File: src/core/tlp_pkg.sv
package tlp_pkg;
  // ==========================================================
  // Clocking and timing
  localparam int CLOCK_PERIOD_NS = 4;
  localparam int LINK_SETTLE_NS = 16;
  localparam int LINK_SETTLE_CYC = (LINK_SETTLE_NS + CLOCK_PERIOD_NS - 1) / CLOCK_PERIOD_NS;
  localparam logic [3:0] SETTLE_LOAD = 4'(LINK_SETTLE_CYC - 1);

  // ==========================================================
  // Register offsets (byte addresses)
  localparam logic [7:0] REG_CTRL = 8'h00;
  localparam logic [7:0] REG_STATUS = 8'h04;
  localparam logic [7:0] REG_INT_STATUS = 8'h08;
  localparam logic [7:0] REG_INT_MASK = 8'h0C;
  localparam logic [7:0] REG_BEAT_COUNT = 8'h10;

  // ==========================================================
  // Control fields and reset values
  localparam int CTRL_W = 5;
  localparam int CTRL_CORR_EN = 0;
  localparam int CTRL_NONFATAL_EN = 1;
  localparam int CTRL_FATAL_EN = 2;
  localparam int CTRL_UR_EN = 3;
  localparam int CTRL_ROM_EN = 4;
  localparam logic [CTRL_W-1:0] CTRL_RESET = 5'h00;

  // ==========================================================
  // Device error flag positions
  localparam int FLAG_CORR = 0;
  localparam int FLAG_NONFATAL = 1;
  localparam int FLAG_FATAL = 2;
  localparam int FLAG_UR = 3;

  // ==========================================================
  // Status register fields
  localparam int STAT_LINK_UP = 0;
  localparam int STAT_IN_FRAME = 1;
  localparam int STAT_OUT_VALID = 2;
  localparam int STAT_FLAGS_LSB = 4;

  // ==========================================================
  // Interrupt events
  localparam int IRQ_W = 5;
  localparam int IRQ_LINK_UP = 0;
  localparam int IRQ_LINK_DOWN = 1;
  localparam int IRQ_FATAL = 2;
  localparam int IRQ_FRAME_ERR = 3;
  localparam int IRQ_ERR_MSG = 4;
  localparam logic [IRQ_W-1:0] IRQ_RESET = 5'h00;

  // ==========================================================
  // Enumerations
  typedef enum logic [1:0] {
    LINK_DOWN = 2'b00,
    LINK_TRAIN = 2'b01,
    LINK_UP = 2'b10
  } link_state_t;

  typedef enum logic [2:0] {
    KIND_CFG = 3'b000,
    KIND_ROM = 3'b001,
    KIND_MSG = 3'b010,
    KIND_MEMIO = 3'b011,
    KIND_CPL = 3'b100
  } rx_kind_t;

  typedef enum logic [1:0] {
    MSG_CORR = 2'b00,
    MSG_NONFATAL = 2'b01,
    MSG_FATAL = 2'b10
  } err_msg_t;
endpackage

File: src/core/err_if.sv
`timescale 1ns/1ps
interface err_if;
  import tlp_pkg::*;
  logic corr_ev;
  logic nonfatal_ev;
  logic fatal_ev;
  logic ur_ev;
  logic [3:0] report_en;
  logic [3:0] clear;
  logic [3:0] flags;
  logic msg_valid;
  err_msg_t msg_kind;

  modport core (output corr_ev, nonfatal_ev, fatal_ev, ur_ev, report_en, clear,
                input flags, msg_valid, msg_kind);
  modport tracker (input corr_ev, nonfatal_ev, fatal_ev, ur_ev, report_en, clear,
                   output flags, msg_valid, msg_kind);
endinterface

File: src/core/err_track.sv
`timescale 1ns/1ps
module err_track
  import tlp_pkg::*;
(
  // Clock and reset
  input wire logic clock,
  input wire logic rst_n,
  // Error events
  err_if.tracker err
);
  import tlp_pkg::*;

  logic [3:0] ev;
  assign ev = {err.ur_ev, err.fatal_ev, err.nonfatal_ev, err.corr_ev};

  // ==========================================================
  // Sticky flags, a new event beats a clear
  always_ff @(posedge clock or negedge rst_n) begin
    if (!rst_n) begin
      err.flags <= 4'h0;
    end else begin
      err.flags <= (err.flags & ~err.clear) | ev;
    end
  end

  // ==========================================================
  // Upstream messages, most severe first
  always_ff @(posedge clock or negedge rst_n) begin
    if (!rst_n) begin
      err.msg_valid <= 1'b0;
      err.msg_kind <= MSG_CORR;
    end else begin
      err.msg_valid <= |(ev & err.report_en);
      if (err.fatal_ev && err.report_en[FLAG_FATAL]) begin
        err.msg_kind <= MSG_FATAL;
      end else if ((err.nonfatal_ev && err.report_en[FLAG_NONFATAL]) ||
                   (err.ur_ev && err.report_en[FLAG_UR])) begin
        err.msg_kind <= MSG_NONFATAL;
      end else begin
        err.msg_kind <= MSG_CORR;
      end
    end
  end

  a_msg_gated: assert property (@(posedge clock) disable iff (!rst_n)
    err.msg_valid |-> |($past(ev) & $past(err.report_en)))
    else $error("error message sent while reporting disabled");
  a_fatal_flag: assert property (@(posedge clock) disable iff (!rst_n)
    err.fatal_ev |=> err.flags[FLAG_FATAL])
    else $error("fatal event did not set the fatal flag");
  a_fatal_msg: assert property (@(posedge clock) disable iff (!rst_n)
    (err.fatal_ev && err.report_en[FLAG_FATAL]) |=> err.msg_valid && err.msg_kind == MSG_FATAL)
    else $error("enabled fatal event sent no fatal message");
endmodule

File: src/core/tlp_tx_stream.sv
// Local design decisions: the Wishbone register port and the register offsets.
`timescale 1ns/1ps
// Contract
// - Link-up output goes low only when device and partner can exchange packets.
// - Link-up stays high during training and rises on channel errors.
// - Hot reset or link disable drops link-up and discards held packets.
// - Remainder is sampled only when end, source-ready and destination-ready coincide.
// - Remainder 0 means full word valid; 1 means only bits 63:32 valid.
// - Destination-ready asserted only when the device can take a word.
// - One beat moves exactly when both ready signals are asserted together.
// - Four-bit error flags: correctable, non-fatal, fatal, unsupported request.
// - Error messages go upstream only when their reporting enable is set.
// - Training, link protocol, flow control, malformed or overflow events flag fatal.
// - Flags never reflect errors caused by the device's own transmit traffic.
// - Configuration requests are answered internally, never passed to the application.
// - ROM (if enabled), messages, BAR hits and completions go to the application.
module tlp_tx_stream
  import tlp_pkg::*;
(
  // Clock and reset
  input wire logic clock,
  input wire logic rst_n,
  // Wishbone slave
  input wire logic cyc_i,
  input wire logic stb_i,
  input wire logic we_i,
  input wire logic [7:0] adr_i,
  input wire logic [3:0] sel_i,
  input wire logic [31:0] dat_i,
  output logic [31:0] dat_o,
  output logic ack_o,
  output logic irq,
  // Transmit stream from the application
  input wire logic [63:0] tx_word,
  input wire logic tx_sof_n,
  input wire logic tx_eof_n,
  input wire logic tx_rem_n,
  input wire logic tx_src_rdy_n,
  output logic tx_dst_rdy_n,
  // Link side of the transmit stream
  output logic [63:0] link_word,
  output logic link_sof,
  output logic link_eof,
  output logic link_upper_only,
  output logic link_valid,
  input wire logic link_ready,
  // Link state
  input wire logic partner_ready,
  input wire logic channel_error,
  input wire logic hot_reset,
  input wire logic link_disable,
  output logic link_up_n,
  // Receive-side error events
  input wire logic training_error,
  input wire logic link_protocol_error,
  input wire logic flow_control_error,
  input wire logic malformed_packet,
  input wire logic receiver_overflow,
  input wire logic correctable_error,
  input wire logic nonfatal_error,
  output logic [3:0] device_error_flags,
  output logic err_msg_valid,
  output tlp_pkg::err_msg_t err_msg_kind,
  // Inbound request routing
  input wire logic rx_valid,
  input wire tlp_pkg::rx_kind_t rx_kind,
  output logic cfg_answer_valid,
  output logic app_req_valid,
  output tlp_pkg::rx_kind_t app_req_kind
);
  import tlp_pkg::*;

  link_state_t link_q;
  logic [3:0] settle_q;
  logic [CTRL_W-1:0] ctrl_q;
  logic [IRQ_W-1:0] int_status_q;
  logic [IRQ_W-1:0] int_mask_q;
  logic [15:0] beat_count_q;
  logic in_frame_q;
  logic ack_q;
  logic flush;
  logic drop;
  logic beat;
  logic frame_err;
  logic wr;
  logic rd;
  logic [IRQ_W-1:0] int_set;
  logic ur_ev;
  logic fatal_ev;

  err_if err ();

  err_track u_err_track (
    .clock(clock),
    .rst_n(rst_n),
    .err(err.tracker)
  );

  function automatic logic reg_hit(input logic [7:0] a, input logic [7:0] off);
    reg_hit = (a[7:2] == off[7:2]);
  endfunction

  // ==========================================================
  // Link state
  assign flush = hot_reset || link_disable;
  assign drop = flush || channel_error || !partner_ready;

  always_ff @(posedge clock or negedge rst_n) begin
    if (!rst_n) begin
      link_q <= LINK_DOWN;
      settle_q <= 4'h0;
    end else begin
      case (link_q)
        LINK_DOWN: begin
          if (!flush && partner_ready) begin
            link_q <= LINK_TRAIN;
            settle_q <= SETTLE_LOAD;
          end
        end
        LINK_TRAIN: begin
          if (drop) begin
            link_q <= LINK_DOWN;
          end else if (settle_q == 4'h0) begin
            link_q <= LINK_UP;
          end else begin
            settle_q <= settle_q - 4'h1;
          end
        end
        LINK_UP: begin
          if (drop) begin
            link_q <= LINK_DOWN;
          end
        end
        default: link_q <= LINK_DOWN;
      endcase
    end
  end

  assign link_up_n = (link_q != LINK_UP);

  // ==========================================================
  // Transmit handshake, one holding stage toward the link
  assign tx_dst_rdy_n = !(!link_up_n && !flush && (!link_valid || link_ready));
  assign beat = !tx_src_rdy_n && !tx_dst_rdy_n;

  always_ff @(posedge clock or negedge rst_n) begin
    if (!rst_n) begin
      link_valid <= 1'b0;
      link_word <= 64'h0;
      link_sof <= 1'b0;
      link_eof <= 1'b0;
      link_upper_only <= 1'b0;
    end else if (flush || link_up_n) begin
      link_valid <= 1'b0;
    end else if (beat) begin
      link_valid <= 1'b1;
      link_word <= tx_word;
      link_sof <= !tx_sof_n;
      link_eof <= !tx_eof_n;
      link_upper_only <= !tx_eof_n && tx_rem_n;
    end else if (link_ready) begin
      link_valid <= 1'b0;
    end
  end

  // Framing check; it only raises an interrupt, never a device flag
  assign frame_err = beat && ((!tx_sof_n && in_frame_q) || (tx_sof_n && !in_frame_q));

  always_ff @(posedge clock or negedge rst_n) begin
    if (!rst_n) begin
      in_frame_q <= 1'b0;
    end else if (flush || link_up_n) begin
      in_frame_q <= 1'b0;
    end else if (beat) begin
      in_frame_q <= tx_eof_n;
    end
  end

  // ==========================================================
  // Inbound routing
  always_ff @(posedge clock or negedge rst_n) begin
    if (!rst_n) begin
      cfg_answer_valid <= 1'b0;
      app_req_valid <= 1'b0;
      app_req_kind <= KIND_CFG;
    end else begin
      cfg_answer_valid <= rx_valid && rx_kind == KIND_CFG;
      app_req_valid <= 1'b0;
      if (rx_valid) begin
        case (rx_kind)
          KIND_ROM: app_req_valid <= ctrl_q[CTRL_ROM_EN];
          KIND_MSG, KIND_MEMIO, KIND_CPL: app_req_valid <= 1'b1;
          default: app_req_valid <= 1'b0;
        endcase
        app_req_kind <= rx_kind;
      end
    end
  end

  // Disabled ROM or unknown kinds get no forwarding and count as unsupported
  assign ur_ev = rx_valid && ((rx_kind == KIND_ROM && !ctrl_q[CTRL_ROM_EN]) ||
                 !(rx_kind inside {KIND_CFG, KIND_ROM, KIND_MSG, KIND_MEMIO, KIND_CPL}));
  assign fatal_ev = training_error || link_protocol_error || flow_control_error ||
                    malformed_packet || receiver_overflow;

  // ==========================================================
  // Error tracker hookup
  assign err.corr_ev = correctable_error;
  assign err.nonfatal_ev = nonfatal_error;
  assign err.fatal_ev = fatal_ev;
  assign err.ur_ev = ur_ev;
  assign err.report_en = ctrl_q[3:0];
  assign err.clear = (wr && reg_hit(adr_i, REG_STATUS) && sel_i[0]) ?
                     dat_i[STAT_FLAGS_LSB +: 4] : 4'h0;
  assign device_error_flags = err.flags;
  assign err_msg_valid = err.msg_valid;
  assign err_msg_kind = err.msg_kind;

  // ==========================================================
  // Wishbone registers, ack one cycle after the strobe; writes land on the ack edge
  assign wr = cyc_i && stb_i && we_i && ack_q;
  assign rd = cyc_i && stb_i && !we_i && !ack_q;
  assign ack_o = ack_q;

  always_ff @(posedge clock or negedge rst_n) begin
    if (!rst_n) begin
      ack_q <= 1'b0;
    end else begin
      ack_q <= cyc_i && stb_i && !ack_q;
    end
  end

  always_ff @(posedge clock or negedge rst_n) begin
    if (!rst_n) begin
      ctrl_q <= CTRL_RESET;
      int_mask_q <= IRQ_RESET;
    end else if (wr && sel_i[0]) begin
      if (reg_hit(adr_i, REG_CTRL)) begin
        ctrl_q <= dat_i[CTRL_W-1:0];
      end
      if (reg_hit(adr_i, REG_INT_MASK)) begin
        int_mask_q <= dat_i[IRQ_W-1:0];
      end
    end
  end

  always_ff @(posedge clock or negedge rst_n) begin
    if (!rst_n) begin
      dat_o <= 32'h0;
    end else if (rd) begin
      if (reg_hit(adr_i, REG_CTRL)) begin
        dat_o <= {27'h0, ctrl_q};
      end else if (reg_hit(adr_i, REG_STATUS)) begin
        dat_o <= {24'h0, device_error_flags, 1'b0, link_valid, in_frame_q, !link_up_n};
      end else if (reg_hit(adr_i, REG_INT_STATUS)) begin
        dat_o <= {27'h0, int_status_q};
      end else if (reg_hit(adr_i, REG_INT_MASK)) begin
        dat_o <= {27'h0, int_mask_q};
      end else if (reg_hit(adr_i, REG_BEAT_COUNT)) begin
        dat_o <= {16'h0, beat_count_q};
      end else begin
        dat_o <= 32'h0;
      end
    end
  end

  // Beat counter wraps; any write to it clears it
  always_ff @(posedge clock or negedge rst_n) begin
    if (!rst_n) begin
      beat_count_q <= 16'h0;
    end else if (wr && reg_hit(adr_i, REG_BEAT_COUNT)) begin
      beat_count_q <= 16'h0;
    end else if (beat) begin
      beat_count_q <= beat_count_q + 16'h1;
    end
  end

  // ==========================================================
  // Interrupts, write one to clear, a new event wins
  always_comb begin
    int_set = IRQ_RESET;
    int_set[IRQ_LINK_UP] = (link_q == LINK_TRAIN) && !drop && settle_q == 4'h0;
    int_set[IRQ_LINK_DOWN] = (link_q == LINK_UP) && drop;
    int_set[IRQ_FATAL] = fatal_ev;
    int_set[IRQ_FRAME_ERR] = frame_err;
    int_set[IRQ_ERR_MSG] = err.msg_valid;
  end

  always_ff @(posedge clock or negedge rst_n) begin
    if (!rst_n) begin
      int_status_q <= IRQ_RESET;
    end else if (wr && sel_i[0] && reg_hit(adr_i, REG_INT_STATUS)) begin
      int_status_q <= (int_status_q & ~dat_i[IRQ_W-1:0]) | int_set;
    end else begin
      int_status_q <= int_status_q | int_set;
    end
  end

  assign irq = |(int_status_q & int_mask_q);

  // ==========================================================
  // Checks
  a_link_gate: assert property (@(posedge clock) disable iff (!rst_n)
    !link_up_n |-> $past(partner_ready) && !$past(flush) && !$past(channel_error))
    else $error("link up without a ready partner");
  a_train_hold: assert property (@(posedge clock) disable iff (!rst_n)
    $rose(link_q == LINK_TRAIN) |-> link_up_n [*4])
    else $error("link up before settle time");
  a_chan_loss: assert property (@(posedge clock) disable iff (!rst_n)
    channel_error |=> link_up_n)
    else $error("link stayed up after channel error");
  a_reset_flush: assert property (@(posedge clock) disable iff (!rst_n)
    flush |=> link_up_n && !link_valid && !in_frame_q)
    else $error("hot reset did not drop link and packets");
  a_dst_gate: assert property (@(posedge clock) disable iff (!rst_n)
    !tx_dst_rdy_n |-> !link_up_n && (!link_valid || link_ready))
    else $error("destination ready with no room");
  a_beat_take: assert property (@(posedge clock) disable iff (!rst_n)
    (beat && !flush) |=> link_valid && link_word == $past(tx_word) && beat_count_q == $past(beat_count_q) + 16'h1
      || $past(wr))
    else $error("accepted beat not captured");
  a_no_beat: assert property (@(posedge clock) disable iff (!rst_n)
    (!beat && link_valid && !link_ready && !flush && !link_up_n) |=> link_valid && $stable(link_word))
    else $error("word changed without a beat");
  a_rem_sample: assert property (@(posedge clock) disable iff (!rst_n)
    (beat && !flush) |=> link_upper_only == ($past(tx_rem_n) && !$past(tx_eof_n)))
    else $error("remainder sampled outside final beat");
  a_cfg_internal: assert property (@(posedge clock) disable iff (!rst_n)
    (rx_valid && rx_kind == KIND_CFG) |=> cfg_answer_valid && !app_req_valid)
    else $error("configuration request reached the application");
  a_pass_app: assert property (@(posedge clock) disable iff (!rst_n)
    (rx_valid && rx_kind inside {KIND_MSG, KIND_MEMIO, KIND_CPL}) |=> app_req_valid && app_req_kind == $past(rx_kind))
    else $error("request not passed to the application");
  a_tx_isolated: assert property (@(posedge clock) disable iff (!rst_n)
    (frame_err && !fatal_ev && !ur_ev && !correctable_error && !nonfatal_error && !(|err.clear))
      |=> device_error_flags == $past(device_error_flags))
    else $error("transmit framing error touched device flags");
endmodule

File: config.mk
export PLATFORM = sky130hd
export DESIGN_NAME = tlp_tx_stream
export DESIGN_NICKNAME = d
export VERILOG_FILES = /design/src/core/tlp_pkg.sv /design/src/core/err_if.sv /design/src/core/err_track.sv /design/src/core/tlp_tx_stream.sv
export SDC_FILE = /design/constraint.sdc
export NUM_CORES = 1
export LEC_CHECK = 0
export BUFFER_PORTS_ARGS = -buffer_cell sky130_fd_sc_hd__clkbuf_2
export CORE_MARGIN = 4
export CORE_UTILIZATION = 30
export DETAILED_ROUTE_END_ITERATION = 8
export PLACE_DENSITY = 0.56
export SLEW_MARGIN = 30
export SYNTH_ARGS = -nofsm -noshare
export SYNTH_HDL_FRONTEND = slang
export SYNTH_HIERARCHICAL = 1
export SYNTH_SLANG_ARGS = --single-unit
File: constraint.sdc
create_clock -name clock -period 2 [get_ports clock]
set_input_delay 0.3 -clock clock [delete_from_list [all_inputs] [get_ports clock]]
set_output_delay 0.3 -clock clock [all_outputs]
set_load 0.01 [all_outputs]
==> impl_metrics.ini <==
[synthesis]
synth_top_cell_by_area = dfrtp_1
synthFlopType = dfrtp_1
synthArstFlopShare_pct = 100
yosysSeqAreaShare_pct = 56.3
syn_area_um2 = 6000
synth_warnings = 6
synth.distinct_cells = 57
ys_ff_latch = 135
netlist_top_cells_area = dfrtp_1, nand2_1, mux2_2, buf_4, a22o_1
synth_edf_count = 0
avgSynthCellArea_um2 = 9.75
syn-instance-count = 615
synth_top_area_share_pct = 56.3

[route]
drtIter0Drc = 181
drt-vias-per-instance = 4.47
drtPass1Iterations = 5
drc = 0
vias = 4988
routedWlPerCell_um = 14.7
routed_wl_um = 16400
ant_nets = 0

[worst_setup_path]
arrival_ps = 1630
critical_path.endpoint_type = output pin
cp-start-kind = flop
critPathLaunch = link_q[0]
critPathRequiredTime_ps = 1700
crit_buf_inv = 2
timing.rr.start = link_q[0]
critPathMaxFanout = 5
cp_top_family = flip-flops
crit_path_max_incr_delay_ps = 440
path_class = reg -> out
crit_chain = nor4b_4, buf_4, nand2_2, buf_6
slowest_stage = dfrtp_2

[sta]
fin_hold_ws_ps = 64.0
rsz0062_at_grt = true
finClkSkew_ps = 17.3
tightest_slew_ps = 670
hold_viol_final = 0
min_period_over_period_pct = 96.7
fmax_mhz = 517
finalMaxSlewViolations = 0
maxSlewHeadroom_pct = 55.3
fin_crit_ps = 1930
setup_viol = 0
fin_ws_ps = 65.7

[clock_tree]
cts_tree = yes
clock_latency_ps = 420
cts_buffers = 17
clk_pin_slew_ps = 60
clockBufferDepth = 2
cts.sinks = 135
root_buffer = clkbuf_16
htree_levels = 4

[grt]
overflow = 0
grt_pass1_wl_um = 25900
antenna_found_initial = 0
grt_max_degree = 51
grt.total_usage_pct = 14.9
grt_pass1_vias = 4875

[power_and_ir_drop]
p_leak_nw = 4.28
peakVddDrop_mv = 0.528
power_density_nw_per_um2 = 815
power.total_mw = 6.58

[placement]
globalplace.congestion = 0.821
port_buffers = 203
dp_hpwl_um = 12100
placed_cells = 1080
post-place-ws_ps = 84.3
place_area_um2 = 7420

[cells_and_area]
antennaDiodeCount = 0
layout_common_cells = nand2_1, clkbuf_2, dfrtp_1
syn_to_final_growth_pct = 34.8
final_common_cell = nand2_1
final_area_um2 = 8080
drive_above_1_share_pct = 33.6
fin_nets = 973
final_cells = 1115

[die]
die_area_um2 = 22300
num_rows = 51
initial_core_util_pct = 30.6
die_h_um = 149
core_um2 = 19600
io_pins = 249
die_width_um = 149

[outcome]
status = completed

[min_path]
hp-class = in -> reg
min-delay-start = tx_word[18]

[job]
cap_violations = 0
-- path summary, 6_finish.rpt --
path,endpoint,depth (start not counted),slack [ps]
hold reg to reg,link_upper_only,2,470
min in group asynchronous,settle_q[1],2,390
max in group asynchronous,link_word[53],3,950
setup reg to reg,beat_count_q[15],4,110
setup / recovery,tx_dst_rdy_n,4,70
hold / removal,link_word[18],3,60
-- cell families after synthesis --
logic type / synth area share (%)
other cells: 0.0625
flops: 56.3
mux: 3.44
fa+ha+maj: 0.626
buf+inv: 4.72
simple gates: 23.9
xor+xnor: 0.730
compound gates: 10.2
-- flip-flops by register name (all words and copies together) (netlist names), 2 cells and up --
signal / cells
beat_count_q: 16
settle_q: 4
dat_o: 16
u_err_track/err.msg_kind: 2
int_status_q: 5
link_q: 2
u_err_track/err.flags: 4
int_mask_q: 5
link_word: 64
app_req_kind: 3
ctrl_q: 5
-- power by group --
group / leakage [nW] / total [mW] / internal, mW / switching (mW)
clock: 0.291 / 3.25 / 2.06 / 1.19
combinational: 2.16 / 0.486 / 0.217 / 0.269
sequential: 1.82 / 2.84 / 2.80 / 0.0493
-- tightest hold or removal path: stages --
cell	delay, ps
clkbuf_2	70
nand2_1	40
nand2_1	40
-- what timing repair did --
| item | 4_1_cts | 5_1_grt |
|---|---|---|
| hold buffers | 1 | 0 |
| pin swaps | 1 | 1 |
| endpoints found under the setup margin | 1 | 4 |
| gates resized for setup | 0 | 5 |
| buffers inserted | 0 | 2 |
| hold endpoints to repair | 47 | 0 |
-- area by class of cell --
| type | count | area [um^2] |
|---|---|---|
| fill | 1968 | 11500 |
| sequential | 135 | 3380 |
| multi-input combinational | 443 | 2410 |
| timing repair buffer | 230 | 1310 |
| clock buffer | 21 | 470 |
| tap | 265 | 332 |
| clock inverter | 11 | 148 |
| inverter | 10 | 37.5 |
-- synth_stat cells, types with 2 or more instances --
| cell | instances |
|---|---|
| a211oi_1 | 2 |
| a21boi_0 | 2 |
| a21o_1 | 4 |
| a21oi_1 | 18 |
| a22o_1 | 14 |
| a22oi_1 | 3 |
| a2bb2oi_1 | 4 |
| and2_1 | 5 |
| and3_1 | 4 |
| and4_1 | 3 |
| buf_2 | 7 |
| buf_4 | 19 |
| clkbuf_1 | 14 |
| dfrtp_1 | 135 |
| ha_1 | 3 |
| inv_1 | 10 |
| mux2_2 | 13 |
| mux2i_1 | 6 |
| nand2_1 | 215 |
| nand2b_1 | 9 |
| nand3_1 | 8 |
| nand4_1 | 8 |
| nor2_1 | 13 |
| nor2b_1 | 7 |
| nor3_1 | 7 |
| nor3b_1 | 2 |
| nor4_1 | 2 |
| nor4b_1 | 2 |
| o21ai_0 | 23 |
| o31ai_1 | 9 |
| or3_1 | 9 |
| or4_1 | 7 |
| xnor2_1 | 4 |
-- per-layer routing --
layer	vias up	part of all wire (%)	wire (um)	GRT usage (%)
met1	2353	43	7130	19.2
met5	-	0	0	0
met2	111	50	8220	23.8
met3	16	4.8	795	4.25
met4	0	1.6	259	5.49
li1	2508	-	-	-
-- per-stage QoR --
step                      TNS, ps  util [%]
after global routing        -20.9      41.3
after global placement          0      37.9
after detailed placement        0      37.9
after floorplan                 0         -
after CTS                       0      41.1
final                           0      41.3
Power figures use the tool's default switching activity.
